<file path="src/common/rdm_consts.svh">
`ifndef RDM_CONSTS_SVH
`define RDM_CONSTS_SVH

// ****************************************
// register indices and byte addresses
// ****************************************
`define RDM_IDX_DATAPATH 8'h22
`define RDM_IDX_RXMODE 8'h23
`define RDM_IDX_IRQ_STATUS 8'h30
`define RDM_IDX_IRQ_MASK 8'h31
`define RDM_IDX_PROT_STATUS 8'h32
`define RDM_ADDR_W 10
`define RDM_ADDR_OF(idx) ({idx, 2'b00})

// ****************************************
// datapath control fields
// ****************************************
`define RDM_DP_BLOCK 7
`define RDM_DP_UNGATED 6
`define RDM_DP_POLARITY 5
`define RDM_DP_AUDIO_SUPPRESS 4
`define RDM_DP_4CH_OVERRIDE 3
`define RDM_DP_WIDTH18 2
`define RDM_DP_INBAND 1
`define RDM_DP_4CH_EN 0
`define RDM_DP_RESET 8'h00
`define RDM_DP_FWD_MASK 8'h7F

// ****************************************
// receive mode fields
// ****************************************
`define RDM_RX_CHECKSUM 7
`define RDM_RX_BC_RATE 6
`define RDM_RX_AUTO_AUDIO 5
`define RDM_RX_BC_FAST 4
`define RDM_RX_COAX 3
`define RDM_RX_REPEATER 2
`define RDM_RX_RESET 8'h20
`define RDM_RX_RW_MASK 8'hFB

// ****************************************
// interrupt events and strap pins
// ****************************************
`define RDM_EV_FWD_APPLIED 0
`define RDM_EV_CHK_MISMATCH 1
`define RDM_EV_FWD_BLOCKED 2
`define RDM_EV_W 3
`define RDM_STRAP_FAST 2
`define RDM_STRAP_COAX 1
`define RDM_STRAP_REPEATER 0

// ****************************************
// datapath and timing constants
// ****************************************
`define RDM_PIX_W 24
`define RDM_PIX_18_MASK 24'hFCFCFC
`define RDM_BC_DIV_SLOW 2'h3
`define RDM_BC_DIV_MID 2'h1
`define RDM_BC_FAST_MBPS 20
`define RDM_RESP_OKAY 2'h0
`define RDM_RESP_SLVERR 2'h2

`endif

</file>
<file path="src/common/rdm_pkg.sv">
package rdm_pkg;
   // back-channel rate selection
   typedef enum logic [1:0] {
      RDM_BC_DIV4,
      RDM_BC_DIV2,
      RDM_BC_HIGH
   } rdm_bc_mode_e;

   typedef logic [7:0] rdm_byte_t;
endpackage : rdm_pkg

</file>
<file path="src/hw/rdm_line_checksum.sv">
`timescale 1ns/1ns
`include "rdm_consts.svh"

module rdm_line_checksum
   import rdm_pkg::*;
(
   input wire logic clk, // system clock
   input wire logic rst, // synchronous reset, active high
   input wire logic enable, // checking enabled
   input wire logic byte_valid, // pixel byte strobe
   input wire rdm_byte_t byte_data, // pixel byte
   input wire logic line_end, // checksum byte strobe, ends the line
   input wire rdm_byte_t line_sum, // checksum byte sent after the line
   output logic mismatch // one-cycle pulse on a failed line
);

   rdm_byte_t sum_q;
   logic mismatch_q;

   // ****************************************
   // running byte sum, restarted at each line end
   // ****************************************
   always_ff @(posedge clk) begin
      if (rst || line_end) begin
         sum_q <= 8'h00;
      end else if (byte_valid) begin
         sum_q <= sum_q + byte_data;
      end
   end

   always_ff @(posedge clk) begin
      if (rst) begin
         mismatch_q <= 1'b0;
      end else begin
         mismatch_q <= enable && line_end && (line_sum != sum_q);
      end
   end

   assign mismatch = mismatch_q;

endmodule : rdm_line_checksum

</file>
<file path="src/hw/rdm_mode_regs.sv">
`timescale 1ns/1ns
`include "rdm_consts.svh"

// Contract
// - Block bit set: forward-channel updates ignored, local values kept.
// - Other datapath fields refresh from remote serializer unless blocked.
// - Ungated pass forwards pixels regardless of pixel-valid; else valid frames data.
// - Ungated pass disables content protection and blocks packetized audio.
// - Polarity bit 1 means active-low valid, 0 means active-high.
// - Regeneration bit 1 suppresses packetized audio on pixel pins; 0 passes it.
// - Four-channel override 1 takes local enable bit; 0 disables four-channel.
// - Width bit selects 18-bit video when 1, 24-bit when 0.
// - Transport bit selects in-band audio when 1, data-island when 0.
// - Four-channel enable bit turns four-channel audio on or off.
// - Checksum enable checks per-line byte and records mismatches in protection status.
// - Back-channel rate divides oscillator divider output by 4 or 2.
// - Fast back-channel runs 20 Mbps and ignores the rate bit.
// - Automatic audio mode, reset on, derives audio mode from auxiliary codes.
// - Cable bit selects twisted pair when 0, coax when 1.
// - Fast back-channel, cable and repeater bits load from mode strap at reset.
// - Repeater indicator is read-only and reports repeater strapping.
module rdm_mode_regs
   import rdm_pkg::*;
(
   input wire logic CLOCK, // system clock, 50 MHz
   input wire logic RST, // synchronous reset, active high
   // axi4-lite slave
   input wire logic [`RDM_ADDR_W-1:0] S_AXI_AWADDR, // write address
   input wire logic S_AXI_AWVALID, // write address valid
   output logic S_AXI_AWREADY, // write address ready
   input wire logic [31:0] S_AXI_WDATA, // write data
   input wire logic [3:0] S_AXI_WSTRB, // write byte strobes
   input wire logic S_AXI_WVALID, // write data valid
   output logic S_AXI_WREADY, // write data ready
   output logic [1:0] S_AXI_BRESP, // write response
   output logic S_AXI_BVALID, // write response valid
   input wire logic S_AXI_BREADY, // write response ready
   input wire logic [`RDM_ADDR_W-1:0] S_AXI_ARADDR, // read address
   input wire logic S_AXI_ARVALID, // read address valid
   output logic S_AXI_ARREADY, // read address ready
   output logic [31:0] S_AXI_RDATA, // read data
   output logic [1:0] S_AXI_RRESP, // read response
   output logic S_AXI_RVALID, // read data valid
   input wire logic S_AXI_RREADY, // read data ready
   // forward channel configuration from remote serializer
   input wire logic FWD_CFG_VALID, // one-cycle config strobe
   input wire logic [6:0] FWD_CFG_DATA, // datapath fields 6..0
   input wire logic [2:0] MODE_STRAP_PIN, // fast, coax, repeater straps
   // pixel path
   input wire logic [`RDM_PIX_W-1:0] PIXEL_DATA_IN, // incoming pixel
   input wire logic PIXEL_VALID_IN, // pixel-valid at selected polarity
   output logic [`RDM_PIX_W-1:0] PIXEL_DATA_OUT, // forwarded pixel
   output logic PIXEL_OUT_VALID, // forwarded pixel strobe
   // line checksum
   input wire logic LINE_BYTE_VALID, // pixel byte for checksum
   input wire logic [7:0] LINE_BYTE, // pixel byte value
   input wire logic LINE_END, // checksum byte strobe
   input wire logic [7:0] LINE_SUM, // received checksum byte
   // back channel
   input wire logic OSC_DIV_TICK, // oscillator divider output pulse
   output logic BC_TICK, // back-channel bit tick
   output logic BC_FAST, // back channel at high speed
   // mode outputs
   output logic PROTECTION_ENABLE, // content protection allowed
   output logic PACKET_AUDIO_ENABLE, // packetized audio on pixel pins
   output logic FOUR_CH_AUDIO, // four-channel audio active
   output logic VIDEO_18BIT, // 18-bit video mode
   output logic AUDIO_INBAND, // in-band audio transport
   output logic AUTO_AUDIO_MODE, // audio mode from aux codes
   output logic CABLE_COAX, // receiver set for coax
   output logic REPEATER_MODE, // strapped as repeater
   output logic IRQ // level interrupt
);

   // ****************************************
   // register state
   // ****************************************
   logic [7:0] dp_q;
   logic [7:0] rx_q;
   logic [`RDM_EV_W-1:0] irq_status_q;
   logic [`RDM_EV_W-1:0] irq_mask_q;
   logic [7:0] mismatch_cnt_q;
   logic chk_mismatch;

   // ****************************************
   // axi4-lite write channel
   // ****************************************
   logic aw_full_q;
   logic w_full_q;
   logic [`RDM_ADDR_W-1:0] aw_addr_q;
   logic [31:0] w_data_q;
   logic [3:0] w_strb_q;
   logic bvalid_q;
   logic [1:0] bresp_q;
   logic wr_go;
   logic wr_lane0;
   logic wr_dp;
   logic wr_rx;
   logic wr_st;
   logic wr_mk;
   logic wr_ps;
   logic wr_hit;

   assign S_AXI_AWREADY = !aw_full_q;
   assign S_AXI_WREADY = !w_full_q;
   assign wr_go = aw_full_q && w_full_q && !bvalid_q;
   assign wr_lane0 = wr_go && w_strb_q[0];
   assign wr_dp = aw_addr_q == `RDM_ADDR_OF(`RDM_IDX_DATAPATH);
   assign wr_rx = aw_addr_q == `RDM_ADDR_OF(`RDM_IDX_RXMODE);
   assign wr_st = aw_addr_q == `RDM_ADDR_OF(`RDM_IDX_IRQ_STATUS);
   assign wr_mk = aw_addr_q == `RDM_ADDR_OF(`RDM_IDX_IRQ_MASK);
   assign wr_ps = aw_addr_q == `RDM_ADDR_OF(`RDM_IDX_PROT_STATUS);
   assign wr_hit = wr_dp || wr_rx || wr_st || wr_mk || wr_ps;

   always_ff @(posedge CLOCK) begin
      if (RST) begin
         aw_full_q <= 1'b0;
         aw_addr_q <= '0;
      end else if (S_AXI_AWVALID && !aw_full_q) begin
         aw_full_q <= 1'b1;
         aw_addr_q <= S_AXI_AWADDR;
      end else if (wr_go) begin
         aw_full_q <= 1'b0;
      end
   end

   always_ff @(posedge CLOCK) begin
      if (RST) begin
         w_full_q <= 1'b0;
         w_data_q <= '0;
         w_strb_q <= '0;
      end else if (S_AXI_WVALID && !w_full_q) begin
         w_full_q <= 1'b1;
         w_data_q <= S_AXI_WDATA;
         w_strb_q <= S_AXI_WSTRB;
      end else if (wr_go) begin
         w_full_q <= 1'b0;
      end
   end

   always_ff @(posedge CLOCK) begin
      if (RST) begin
         bvalid_q <= 1'b0;
         bresp_q <= `RDM_RESP_OKAY;
      end else if (wr_go) begin
         bvalid_q <= 1'b1;
         bresp_q <= wr_hit ? `RDM_RESP_OKAY : `RDM_RESP_SLVERR;
      end else if (S_AXI_BREADY) begin
         bvalid_q <= 1'b0;
      end
   end

   assign S_AXI_BVALID = bvalid_q;
   assign S_AXI_BRESP = bresp_q;

   // ****************************************
   // axi4-lite read channel
   // ****************************************
   logic rvalid_q;
   logic [31:0] rdata_q;
   logic [1:0] rresp_q;
   logic [31:0] rd_word;
   logic rd_hit;

   always_comb begin
      rd_word = '0;
      rd_hit = 1'b1;
      case (S_AXI_ARADDR)
         `RDM_ADDR_OF(`RDM_IDX_DATAPATH): rd_word[7:0] = dp_q;
         `RDM_ADDR_OF(`RDM_IDX_RXMODE): rd_word[7:0] = rx_q;
         `RDM_ADDR_OF(`RDM_IDX_IRQ_STATUS): rd_word[`RDM_EV_W-1:0] = irq_status_q;
         `RDM_ADDR_OF(`RDM_IDX_IRQ_MASK): rd_word[`RDM_EV_W-1:0] = irq_mask_q;
         `RDM_ADDR_OF(`RDM_IDX_PROT_STATUS): rd_word[7:0] = mismatch_cnt_q;
         default: rd_hit = 1'b0;
      endcase
   end

   assign S_AXI_ARREADY = !rvalid_q;

   always_ff @(posedge CLOCK) begin
      if (RST) begin
         rvalid_q <= 1'b0;
         rdata_q <= '0;
         rresp_q <= `RDM_RESP_OKAY;
      end else if (S_AXI_ARVALID && !rvalid_q) begin
         rvalid_q <= 1'b1;
         rdata_q <= rd_word;
         rresp_q <= rd_hit ? `RDM_RESP_OKAY : `RDM_RESP_SLVERR;
      end else if (S_AXI_RREADY) begin
         rvalid_q <= 1'b0;
      end
   end

   assign S_AXI_RVALID = rvalid_q;
   assign S_AXI_RDATA = rdata_q;
   assign S_AXI_RRESP = rresp_q;

   // ****************************************
   // datapath control register
   // ****************************************
   logic fwd_take;
   logic fwd_refused;

   assign fwd_take = FWD_CFG_VALID && !dp_q[`RDM_DP_BLOCK];
   assign fwd_refused = FWD_CFG_VALID && dp_q[`RDM_DP_BLOCK];

   // a local write in the same cycle as a forward load wins
   always_ff @(posedge CLOCK) begin
      if (RST) begin
         dp_q <= `RDM_DP_RESET;
      end else if (wr_lane0 && wr_dp) begin
         dp_q <= w_data_q[7:0];
      end else if (fwd_take) begin
         dp_q <= {dp_q[`RDM_DP_BLOCK], FWD_CFG_DATA};
      end
   end

   // ****************************************
   // receive mode register, straps loaded in reset
   // ****************************************
   always_ff @(posedge CLOCK) begin
      if (RST) begin
         rx_q <= `RDM_RX_RESET;
         rx_q[`RDM_RX_BC_FAST] <= MODE_STRAP_PIN[`RDM_STRAP_FAST];
         rx_q[`RDM_RX_COAX] <= MODE_STRAP_PIN[`RDM_STRAP_COAX];
         rx_q[`RDM_RX_REPEATER] <= MODE_STRAP_PIN[`RDM_STRAP_REPEATER];
      end else if (wr_lane0 && wr_rx) begin
         // repeater bit keeps its strap value
         rx_q <= (w_data_q[7:0] & `RDM_RX_RW_MASK) | (rx_q & ~`RDM_RX_RW_MASK);
      end
   end

   // ****************************************
   // line checksum and protection status
   // ****************************************
   rdm_line_checksum u_chk (
      .clk(CLOCK),
      .rst(RST),
      .enable(rx_q[`RDM_RX_CHECKSUM]),
      .byte_valid(LINE_BYTE_VALID),
      .byte_data(LINE_BYTE),
      .line_end(LINE_END),
      .line_sum(LINE_SUM),
      .mismatch(chk_mismatch)
   );

   // saturating mismatch count, a protection status write with byte lane 0 strobed clears; a mismatch in that cycle counts
   always_ff @(posedge CLOCK) begin
      if (RST) begin
         mismatch_cnt_q <= 8'h00;
      end else if (chk_mismatch) begin
         if (wr_lane0 && wr_ps) begin
            mismatch_cnt_q <= 8'h01;
         end else if (mismatch_cnt_q != 8'hFF) begin
            mismatch_cnt_q <= mismatch_cnt_q + 8'h01;
         end
      end else if (wr_lane0 && wr_ps) begin
         mismatch_cnt_q <= 8'h00;
      end
   end

   // ****************************************
   // interrupts
   // ****************************************
   logic [`RDM_EV_W-1:0] events;
   logic [`RDM_EV_W-1:0] st_clear;

   always_comb begin
      events = '0;
      events[`RDM_EV_FWD_APPLIED] = fwd_take;
      events[`RDM_EV_CHK_MISMATCH] = chk_mismatch;
      events[`RDM_EV_FWD_BLOCKED] = fwd_refused;
      st_clear = (wr_lane0 && wr_st) ? w_data_q[`RDM_EV_W-1:0] : '0;
   end

   always_ff @(posedge CLOCK) begin
      if (RST) begin
         irq_status_q <= '0;
      end else begin
         irq_status_q <= (irq_status_q & ~st_clear) | events;
      end
   end

   always_ff @(posedge CLOCK) begin
      if (RST) begin
         irq_mask_q <= '0;
      end else if (wr_lane0 && wr_mk) begin
         irq_mask_q <= w_data_q[`RDM_EV_W-1:0];
      end
   end

   assign IRQ = |(irq_status_q & irq_mask_q);

   // ****************************************
   // pixel path
   // ****************************************
   logic valid_active;
   logic pix_pass;
   logic [`RDM_PIX_W-1:0] pix_q;
   logic pix_valid_q;

   assign valid_active = dp_q[`RDM_DP_POLARITY] ? !PIXEL_VALID_IN : PIXEL_VALID_IN;
   assign pix_pass = dp_q[`RDM_DP_UNGATED] || valid_active;

   always_ff @(posedge CLOCK) begin
      if (RST) begin
         pix_q <= '0;
         pix_valid_q <= 1'b0;
      end else begin
         pix_valid_q <= pix_pass;
         if (pix_pass) begin
            pix_q <= dp_q[`RDM_DP_WIDTH18] ? (PIXEL_DATA_IN & `RDM_PIX_18_MASK) : PIXEL_DATA_IN;
         end
      end
   end

   assign PIXEL_DATA_OUT = pix_q;
   assign PIXEL_OUT_VALID = pix_valid_q;

   // ****************************************
   // back-channel rate divider
   // ****************************************
   rdm_bc_mode_e bc_mode;
   logic [1:0] bc_cnt_q;
   logic [1:0] bc_last;
   logic bc_tick_q;

   always_comb begin
      if (rx_q[`RDM_RX_BC_FAST]) begin
         bc_mode = RDM_BC_HIGH;
      end else if (rx_q[`RDM_RX_BC_RATE]) begin
         bc_mode = RDM_BC_DIV2;
      end else begin
         bc_mode = RDM_BC_DIV4;
      end
   end

   always_comb begin
      case (bc_mode)
         RDM_BC_DIV4: bc_last = `RDM_BC_DIV_SLOW;
         RDM_BC_DIV2: bc_last = `RDM_BC_DIV_MID;
         default: bc_last = 2'h0;
      endcase
   end

   // fast mode passes every oscillator tick; the 20 Mbps clock is set by that source
   always_ff @(posedge CLOCK) begin
      if (RST) begin
         bc_cnt_q <= 2'h0;
         bc_tick_q <= 1'b0;
      end else begin
         bc_tick_q <= 1'b0;
         if (OSC_DIV_TICK) begin
            if (bc_cnt_q >= bc_last) begin
               bc_cnt_q <= 2'h0;
               bc_tick_q <= 1'b1;
            end else begin
               bc_cnt_q <= bc_cnt_q + 2'h1;
            end
         end
      end
   end

   assign BC_TICK = bc_tick_q;
   assign BC_FAST = rx_q[`RDM_RX_BC_FAST];

   // ****************************************
   // mode outputs
   // ****************************************
   assign PROTECTION_ENABLE = !dp_q[`RDM_DP_UNGATED];
   assign PACKET_AUDIO_ENABLE = !dp_q[`RDM_DP_UNGATED] && !dp_q[`RDM_DP_AUDIO_SUPPRESS];
   assign FOUR_CH_AUDIO = dp_q[`RDM_DP_4CH_OVERRIDE] && dp_q[`RDM_DP_4CH_EN];
   assign VIDEO_18BIT = dp_q[`RDM_DP_WIDTH18];
   assign AUDIO_INBAND = dp_q[`RDM_DP_INBAND];
   assign AUTO_AUDIO_MODE = rx_q[`RDM_RX_AUTO_AUDIO];
   assign CABLE_COAX = rx_q[`RDM_RX_COAX];
   assign REPEATER_MODE = rx_q[`RDM_RX_REPEATER];

endmodule : rdm_mode_regs

</file>
<file path="config.mk">
export PLATFORM = sky130hd
export DESIGN_NAME = rdm_mode_regs
export DESIGN_NICKNAME = d
export VERILOG_FILES = /design/src/common/rdm_pkg.sv /design/src/hw/rdm_line_checksum.sv /design/src/hw/rdm_mode_regs.sv
export VERILOG_INCLUDE_DIRS = /design/src /design/src/common
export SDC_FILE = /design/constraint.sdc
export NUM_CORES = 1
export LEC_CHECK = 0
export ABC_CLOCK_PERIOD_IN_PS = 3300
export BUFFER_PORTS_ARGS = -buffer_cell sky130_fd_sc_hd__buf_4
export CORE_ASPECT_RATIO = 0.7
export CORE_MARGIN = 5
export CORE_UTILIZATION = 54
export CTS_BUF_LIST = sky130_fd_sc_hd__clkbuf_4
export CTS_CLUSTER_DIAMETER = 30
export DETAILED_ROUTE_END_ITERATION = 6
export PLACE_DENSITY = 0.88
export SETUP_SLACK_MARGIN = 0.1
export SLEW_MARGIN = 0
export SYNTH_ARGS = -nofsm -noshare
export SYNTH_HDL_FRONTEND = slang
export SYNTH_SLANG_ARGS = --single-unit
</file>
<file path="constraint.sdc">
create_clock -name CLOCK -period 3.3 [get_ports CLOCK]
set_input_delay 0.165 -clock CLOCK [delete_from_list [all_inputs] [get_ports CLOCK]]
set_output_delay 0.165 -clock CLOCK [all_outputs]
set_load 0.02 [all_outputs]
</file>
# Yosys cells after proc, flatten, opt, wreduce, memory -nomap -nowiden
# Cells that the tools add are included.
[classes] addsub=3 order_cmp=1 n_eq_ne=13 muxes=28 bitwise_logic=6 reduce_logical=44
[op_table] operator="$eq 10x8->1 const B" count=10
[op_table] operator="$mux 8" count=5
[op_table] operator="$mux 18" count=1
[op_table] operator="$logic_and 1x1->1" count=17
[op_table] operator="$reduce_bool 2->1" count=8
[op_table] operator="$pmux 3 s5" count=1
[op_table] operator="$pmux 5 s3" count=1
[op_table] operator="$mux 1" count=11
[op_table] operator="$mux 5" count=2
[op_table] operator="$add 8x1->8 const B" count=1
[op_table] operator="$add 8x8->8" count=1
[op_table] operator="$logic_not 1->1" count=8
[op_table] operator="$mux 2" count=4
[op_table] operator="$ne 8x8->1" count=1
[op_table] operator="$ne 8x8->1 const B" count=1
[op_table] operator="$or 8x3->8" count=1
[op_table] operator="$mux 7" count=1
[op_table] operator="$and 3x3->3" count=2
[op_table] operator="$logic_or 1x1->1" count=6
[op_table] operator="$reduce_or 5->1" count=1
[op_table] operator="$pmux 2 s2" count=1
[op_table] operator="$mux 3" count=1
[op_table] operator="$not 3->3" count=1
[op_table] operator="$or 3x3->3" count=1
[op_table] operator="other kinds (8)" count=8
[word_totals] ff_bits=102 inputBits=118 out_inout_bits=77 wordCells=118

# Longest topological paths before layout
[depth] depth_word=8 ltp_mapped=7

# Hierarchy
# From an unflattened synthesis, not the netlist that was laid out.
[hier_totals] hier_cells=563 area_unflattened_um2=4819.6
[by_module_without_submodules] module="rdm_mode_regs" instances=1 cells_per_inst=472 area_each_um2=4028.9 seq_area_each_um2=1851.8
[by_module_without_submodules] module="rdm_line_checksum" instances=1 cells_per_inst=91 area_each_um2=790.8 seq_area_each_um2=180.2

# Worst setup path before layout
# Ideal clock, no wire load.
[synth_timing] kind="register to register" startpoint="register bvalid_q, in the netlist S_AXI_BVALID" endpoint="register rx_q[3] (enable)" setup_ns=0.253 arrival_time_ns=1.356 t_required_ns=3.047 slack_ns=1.691 path_stages_with_launch=5 path_buffers=1 period_less_slack_ns=1.609 cell_sequence="dfxtp_1 > and4b_1 > and4_1 > buf_2 > or2_2"
[synth_between] elab_chain_len=5
[synth_rtl] item="from (decl)" line="rdm_mode_regs.sv:93" rtl="logic bvalid_q;"
[synth_rtl] item="from (signal assigned)" line="rdm_mode_regs.sv:143" rtl="bvalid_q <= 1'b0;"
[synth_rtl] item="from (signal assigned)" line="rdm_mode_regs.sv:146" rtl="bvalid_q <= 1'b1;"
[synth_rtl] item="from (signal assigned)" line="rdm_mode_regs.sv:149" rtl="bvalid_q <= 1'b0;"
[synth_rtl] item="$logic_not 1->1" line="rdm_mode_regs.sv:106" rtl="assign wr_go = aw_full_q && w_full_q && !bvalid_q;"
[synth_rtl] item="$logic_and 1x1->1" line="rdm_mode_regs.sv:106"
[synth_rtl] item="$logic_and 1x1->1" line="rdm_mode_regs.sv:107" rtl="assign wr_lane0 = wr_go && w_strb_q[0];"
[synth_rtl] item="$logic_and 1x1->1" line="rdm_mode_regs.sv:227" rtl="end else if (wr_lane0 && wr_rx) begin"
[synth_rtl] item="$reduce_bool 2->1 (no line)"
[synth_rtl] item="to (signal, indexed assignment)" line="rdm_mode_regs.sv:225" rtl="rx_q[`RDM_RX_COAX] <= MODE_STRAP_PIN[`RDM_STRAP_COAX];"
[synth_rtl] item="to (signal, indexed assignment)" line="rdm_mode_regs.sv:226" rtl="rx_q[`RDM_RX_REPEATER] <= MODE_STRAP_PIN[`RDM_STRAP_REPEATER];"
[synth_rtl] item="to (signal assigned)" line="rdm_mode_regs.sv:229" rtl="rx_q <= (w_data_q[7:0] & `RDM_RX_RW_MASK) | (rx_q & ~`RDM_RX_RW_MASK);"
[synth_rtl] item="to (decl)" line="rdm_mode_regs.sv:79" rtl="logic [7:0] rx_q;"
# No other way between the ends.
# A chain may end at the register's enable or synchronous reset.

# Final worst setup path
[layout_timing] startpoint="register aw_addr_q[5]" endpoint="register dp_q[0]"
[layout_between] elab_chain_len=3 word_cells_on_any_way=4 cone_classes="eq/ne (1); mux (1); reduce/logical (2)"
[layout_rtl] item="from (decl)" line="rdm_mode_regs.sv:90" rtl="logic [`RDM_ADDR_W-1:0] aw_addr_q;"
[layout_rtl] item="from (signal assigned)" line="rdm_mode_regs.sv:118" rtl="aw_addr_q <= '0;"
[layout_rtl] item="from (signal assigned)" line="rdm_mode_regs.sv:121" rtl="aw_addr_q <= S_AXI_AWADDR;"
[layout_rtl] item="$eq 10x8->1 (no line) (*)"
[layout_rtl] item="$logic_and 1x1->1 (*)" line="rdm_mode_regs.sv:211" rtl="end else if (wr_lane0 && wr_dp) begin"
[layout_rtl] item="$mux 8 or $reduce_bool 2->1 (tied branches)"
[layout_rtl] item="to (signal assigned)" line="rdm_mode_regs.sv:210" rtl="dp_q <= `RDM_DP_RESET;"
[layout_rtl] item="to (signal assigned)" line="rdm_mode_regs.sv:212" rtl="dp_q <= w_data_q[7:0];"
[layout_rtl] item="to (signal assigned)" line="rdm_mode_regs.sv:214" rtl="dp_q <= {dp_q[`RDM_DP_BLOCK], FWD_CFG_DATA};"
[layout_rtl] item="to (decl)" line="rdm_mode_regs.sv:78" rtl="logic [7:0] dp_q;"
# Mark *: on every way between the ends. The rest lies on a longest branch, timed or not. The select of a mux whose other input is x is not followed.

==> flow_summary.toml <==
[routing]
antenna_left = 0
vias = 4882
drc_errors = 0
drtPass1Iterations = 5
finalWirelength_mm = 15.1
wl_per_cell_microns = 17.1
drt_iter0_markers = 457
viasPerCell = 5.52

[global_routing]
grt_use_total_pct = 26.5
use_met1_pct = 32.9
antenna_found_initial = 0
grt_pass1_wl_mm = 22.8
grt_pass1_vias = 4708
use_met2_pct = 44.2
met3_usage_pct = 6.32
overflow = 0
grt_busiest_layer = "met2"
grt_max_degree = 56

[synthesis]
ys_ff_latch = 100
synth_cells = 578
yosysTopAreaCell = "dfxtp_1"
synth_ff_type = "dfxtp_1"
synth.yosys.warnings = 0
syn_avg_cell_area_sq_um = 8.46
yosysTopAreaCellShare_pct = 39.7
syn_area_sq_um = 4890
synth_area_leaders = "dfxtp_1 40%, nand2_1 8.0%, a21oi_1 5.7%"
yosysUniqueCellTypes = 63
yosysSeqAreaShare_pct = 41.6
synth_edf_count = 3
async_reset_ff_share_pct = 0

[setup_path]
critPathTopFamily = "simple AND/OR/NAND/NOR gates"
startpoint = "aw_addr_q[5]$_SDFFE_PP0P_"
worst-path-buf-inv = 0
slowest_delay_ns = 0.65
rr_worst_depth = 3
critical_path.endpoint = "dp_q[0]$_SDFFE_PP0P_"
reg2reg_slack_ns = 1.32
worst_ep_arrival_time_ns = 2.35
r2r-start = "aw_addr_q[5]$_SDFFE_PP0P_"
crit_path_start_kind = "flop"
end_kind = "flop"
reg2reg_to = "dp_q[0]$_SDFFE_PP0P_"
crit_slowest_cell = "nand4_1"
critPathKind = "flop to flop"
required_ns = 3.68
cp_num_cells = 3
crit_fanout = 15
path_cells = "nor4b_4 > nand4_1 > a211oi_1"

[layout]
layout_commonest_cell = "buf_4"
fin_nets = 884
final_area_sq_um = 6570
drive_above_1_share_pct = 23.4
utilization_pct = 73.3
syn_to_final_growth_pct = 34.4
diodes = 0
mostFrequentLayoutCells = "142 x buf_4, 104 x nand2_1, 97 x dfxtp_1"

[power]
power.density_nw_per_um2 = 387
finalPower_uw = 2550
ir_drop_v = 0.000241
p_leak_uw = 0.00287

[floorplanning]
die_w_microns = 124
io-pin-count = 195
start_util_pct = 54.6
die_h_microns = 89.6
core_area_sq_um = 8960
die_area_sq_um = 11100
num_rows = 29

[place]
io_buffers = 141
gp_congestion = 0.871
place_area_sq_um = 5900
dpl.hpwl_mm = 9.95

[timing]
slew_violations = 0
rsz0062_at_grt = "false"
fin_worst_skew_ns = 0.0299
setup_violations = 0
fin_crit_sh_pct = 59.9
max_slew_margin_pct = 32.1
tightest_slew_ns = 1.02
hold_viol_final = 0
period_needed_ns = 1.98
timing.fmax_ghz = 0.506
finalSetupTns_ns = 0
hold_slack_ns = 0.0434

[flow_run]
drv_cap = 0

[cts]
cts_max_level = 3
clk_latency_ns = 0.46
cts_resized = 0
cts_inserted_buffers = 9
cts_sinks = 100
ctsRootBufferMaster = "clkbuf_4"
cts_max_path_buffers = 2
tritoncts = "yes"
path_clk_slew_ns = 0.16

[min_path]
whs_path_depth = 4
min_path_type = "primary input to flop"

[run_status]
status = "finished, final reports clean"
==> where the power goes <==
| group | leakage [uW] | total (uW) | internal (uW) | switching (uW) |
|---|---|---|---|---|
| combinational | 0.00197 | 548 | 251 | 296 |
| clock | 0.0000735 | 663 | 256 | 407 |
| sequential | 0.000823 | 1330 | 1280 | 55.9 |
| total | 0.00287 | 2550 | 1790 | 759 |
==> stage by stage <==
stage,cells,setup WS (ns)
6_report,884,1.32
5_1_grt,884,1.21
4_1_cts,884,1.31
3_5_place_dp,815,1.33
3_3_place_gp,815,1.52
2_1_floorplan,603,1.69
==> sequential cells by signal (all words and copies together), names as in the netlist, 2 cells and up <==
name / flops
PIXEL_DATA_OUT: 24
S_AXI_RDATA: 8
aw_addr_q: 10
bc_cnt_q: 2
dp_q: 8
irq_mask_q: 3
irq_status_q: 3
mismatch_cnt_q: 8
rx_q: 8
u_chk.sum_q: 8
w_data_q: 8
==> logic make-up after synthesis <==
| logic type | share of synthesized area (%) |
|---|---|
| simple gates | 23.4 |
| mux | 5.27 |
| fa+ha+maj | 2.97 |
| xor+xnor | 2.69 |
| compound gates | 16.4 |
| other cells | 0.0767 |
| flops | 41.6 |
| buf+inv | 7.68 |
==> Yosys cell counts (all sizes together) (6+ instances only) <==
library cell  number
nand3             11
nor3              15
nor4               6
a211oi            17
ha                10
mux2               6
nor2b             13
xor2               9
nand2            104
o21ai              8
buf               29
a21oi             56
mux2i             19
dfxtp             97
xnor2              6
clkbuf            25
inv               18
nor2              38
nand3b             9
==> worst min path at each step <==
stage | start | end | slack (ns)
after global routing | S_AXI_BREADY | S_AXI_BVALID$_SDFFE_PP0P_ | 0.04
after floorplan | LINE_END | u_chk.mismatch$_SDFF_PP0_ | 0.30
after detailed placement | S_AXI_WDATA[6] | w_data_q[6]$_SDFFE_PP0P_ | 0.42
final | S_AXI_BREADY | S_AXI_BVALID$_SDFFE_PP0P_ | 0.04
after global placement | S_AXI_AWADDR[0] | aw_addr_q[0]$_SDFFE_PP0P_ | 0.41
after CTS | S_AXI_BREADY | S_AXI_BVALID$_SDFFE_PP0P_ | 0.01
==> worst min-delay path, delay by kind of cell <==
family                 cells  cell delay, ns
AO/OA/AOI/OAI              1            0.06
buffers and inverters      2            0.16
AND/OR/NAND/NOR            1            0.08
==> routing by layer <==
layer / part of all wire, % / wire [microns]
met1: 40 / 6070
met2: 48 / 7220
met3: 8.5 / 1280
met4: 3.4 / 511
met5: 0 / 0
==> layout make-up <==
class,count,area (sq um)
inverter,19,71.3
sequential,100,2030
clock buffer,12,90.1
tap,124,155
multi-input combinational,430,2580
timing repair buffer,195,1600
fill,634,2390
clock inverter,4,50.0
==> timing repair <==
action,in CTS,in global routing
hold buffers,53,0
hold endpoints to repair,54,0
setup buffers,0,0
Note: power is estimated with default switching activity, not from simulation.
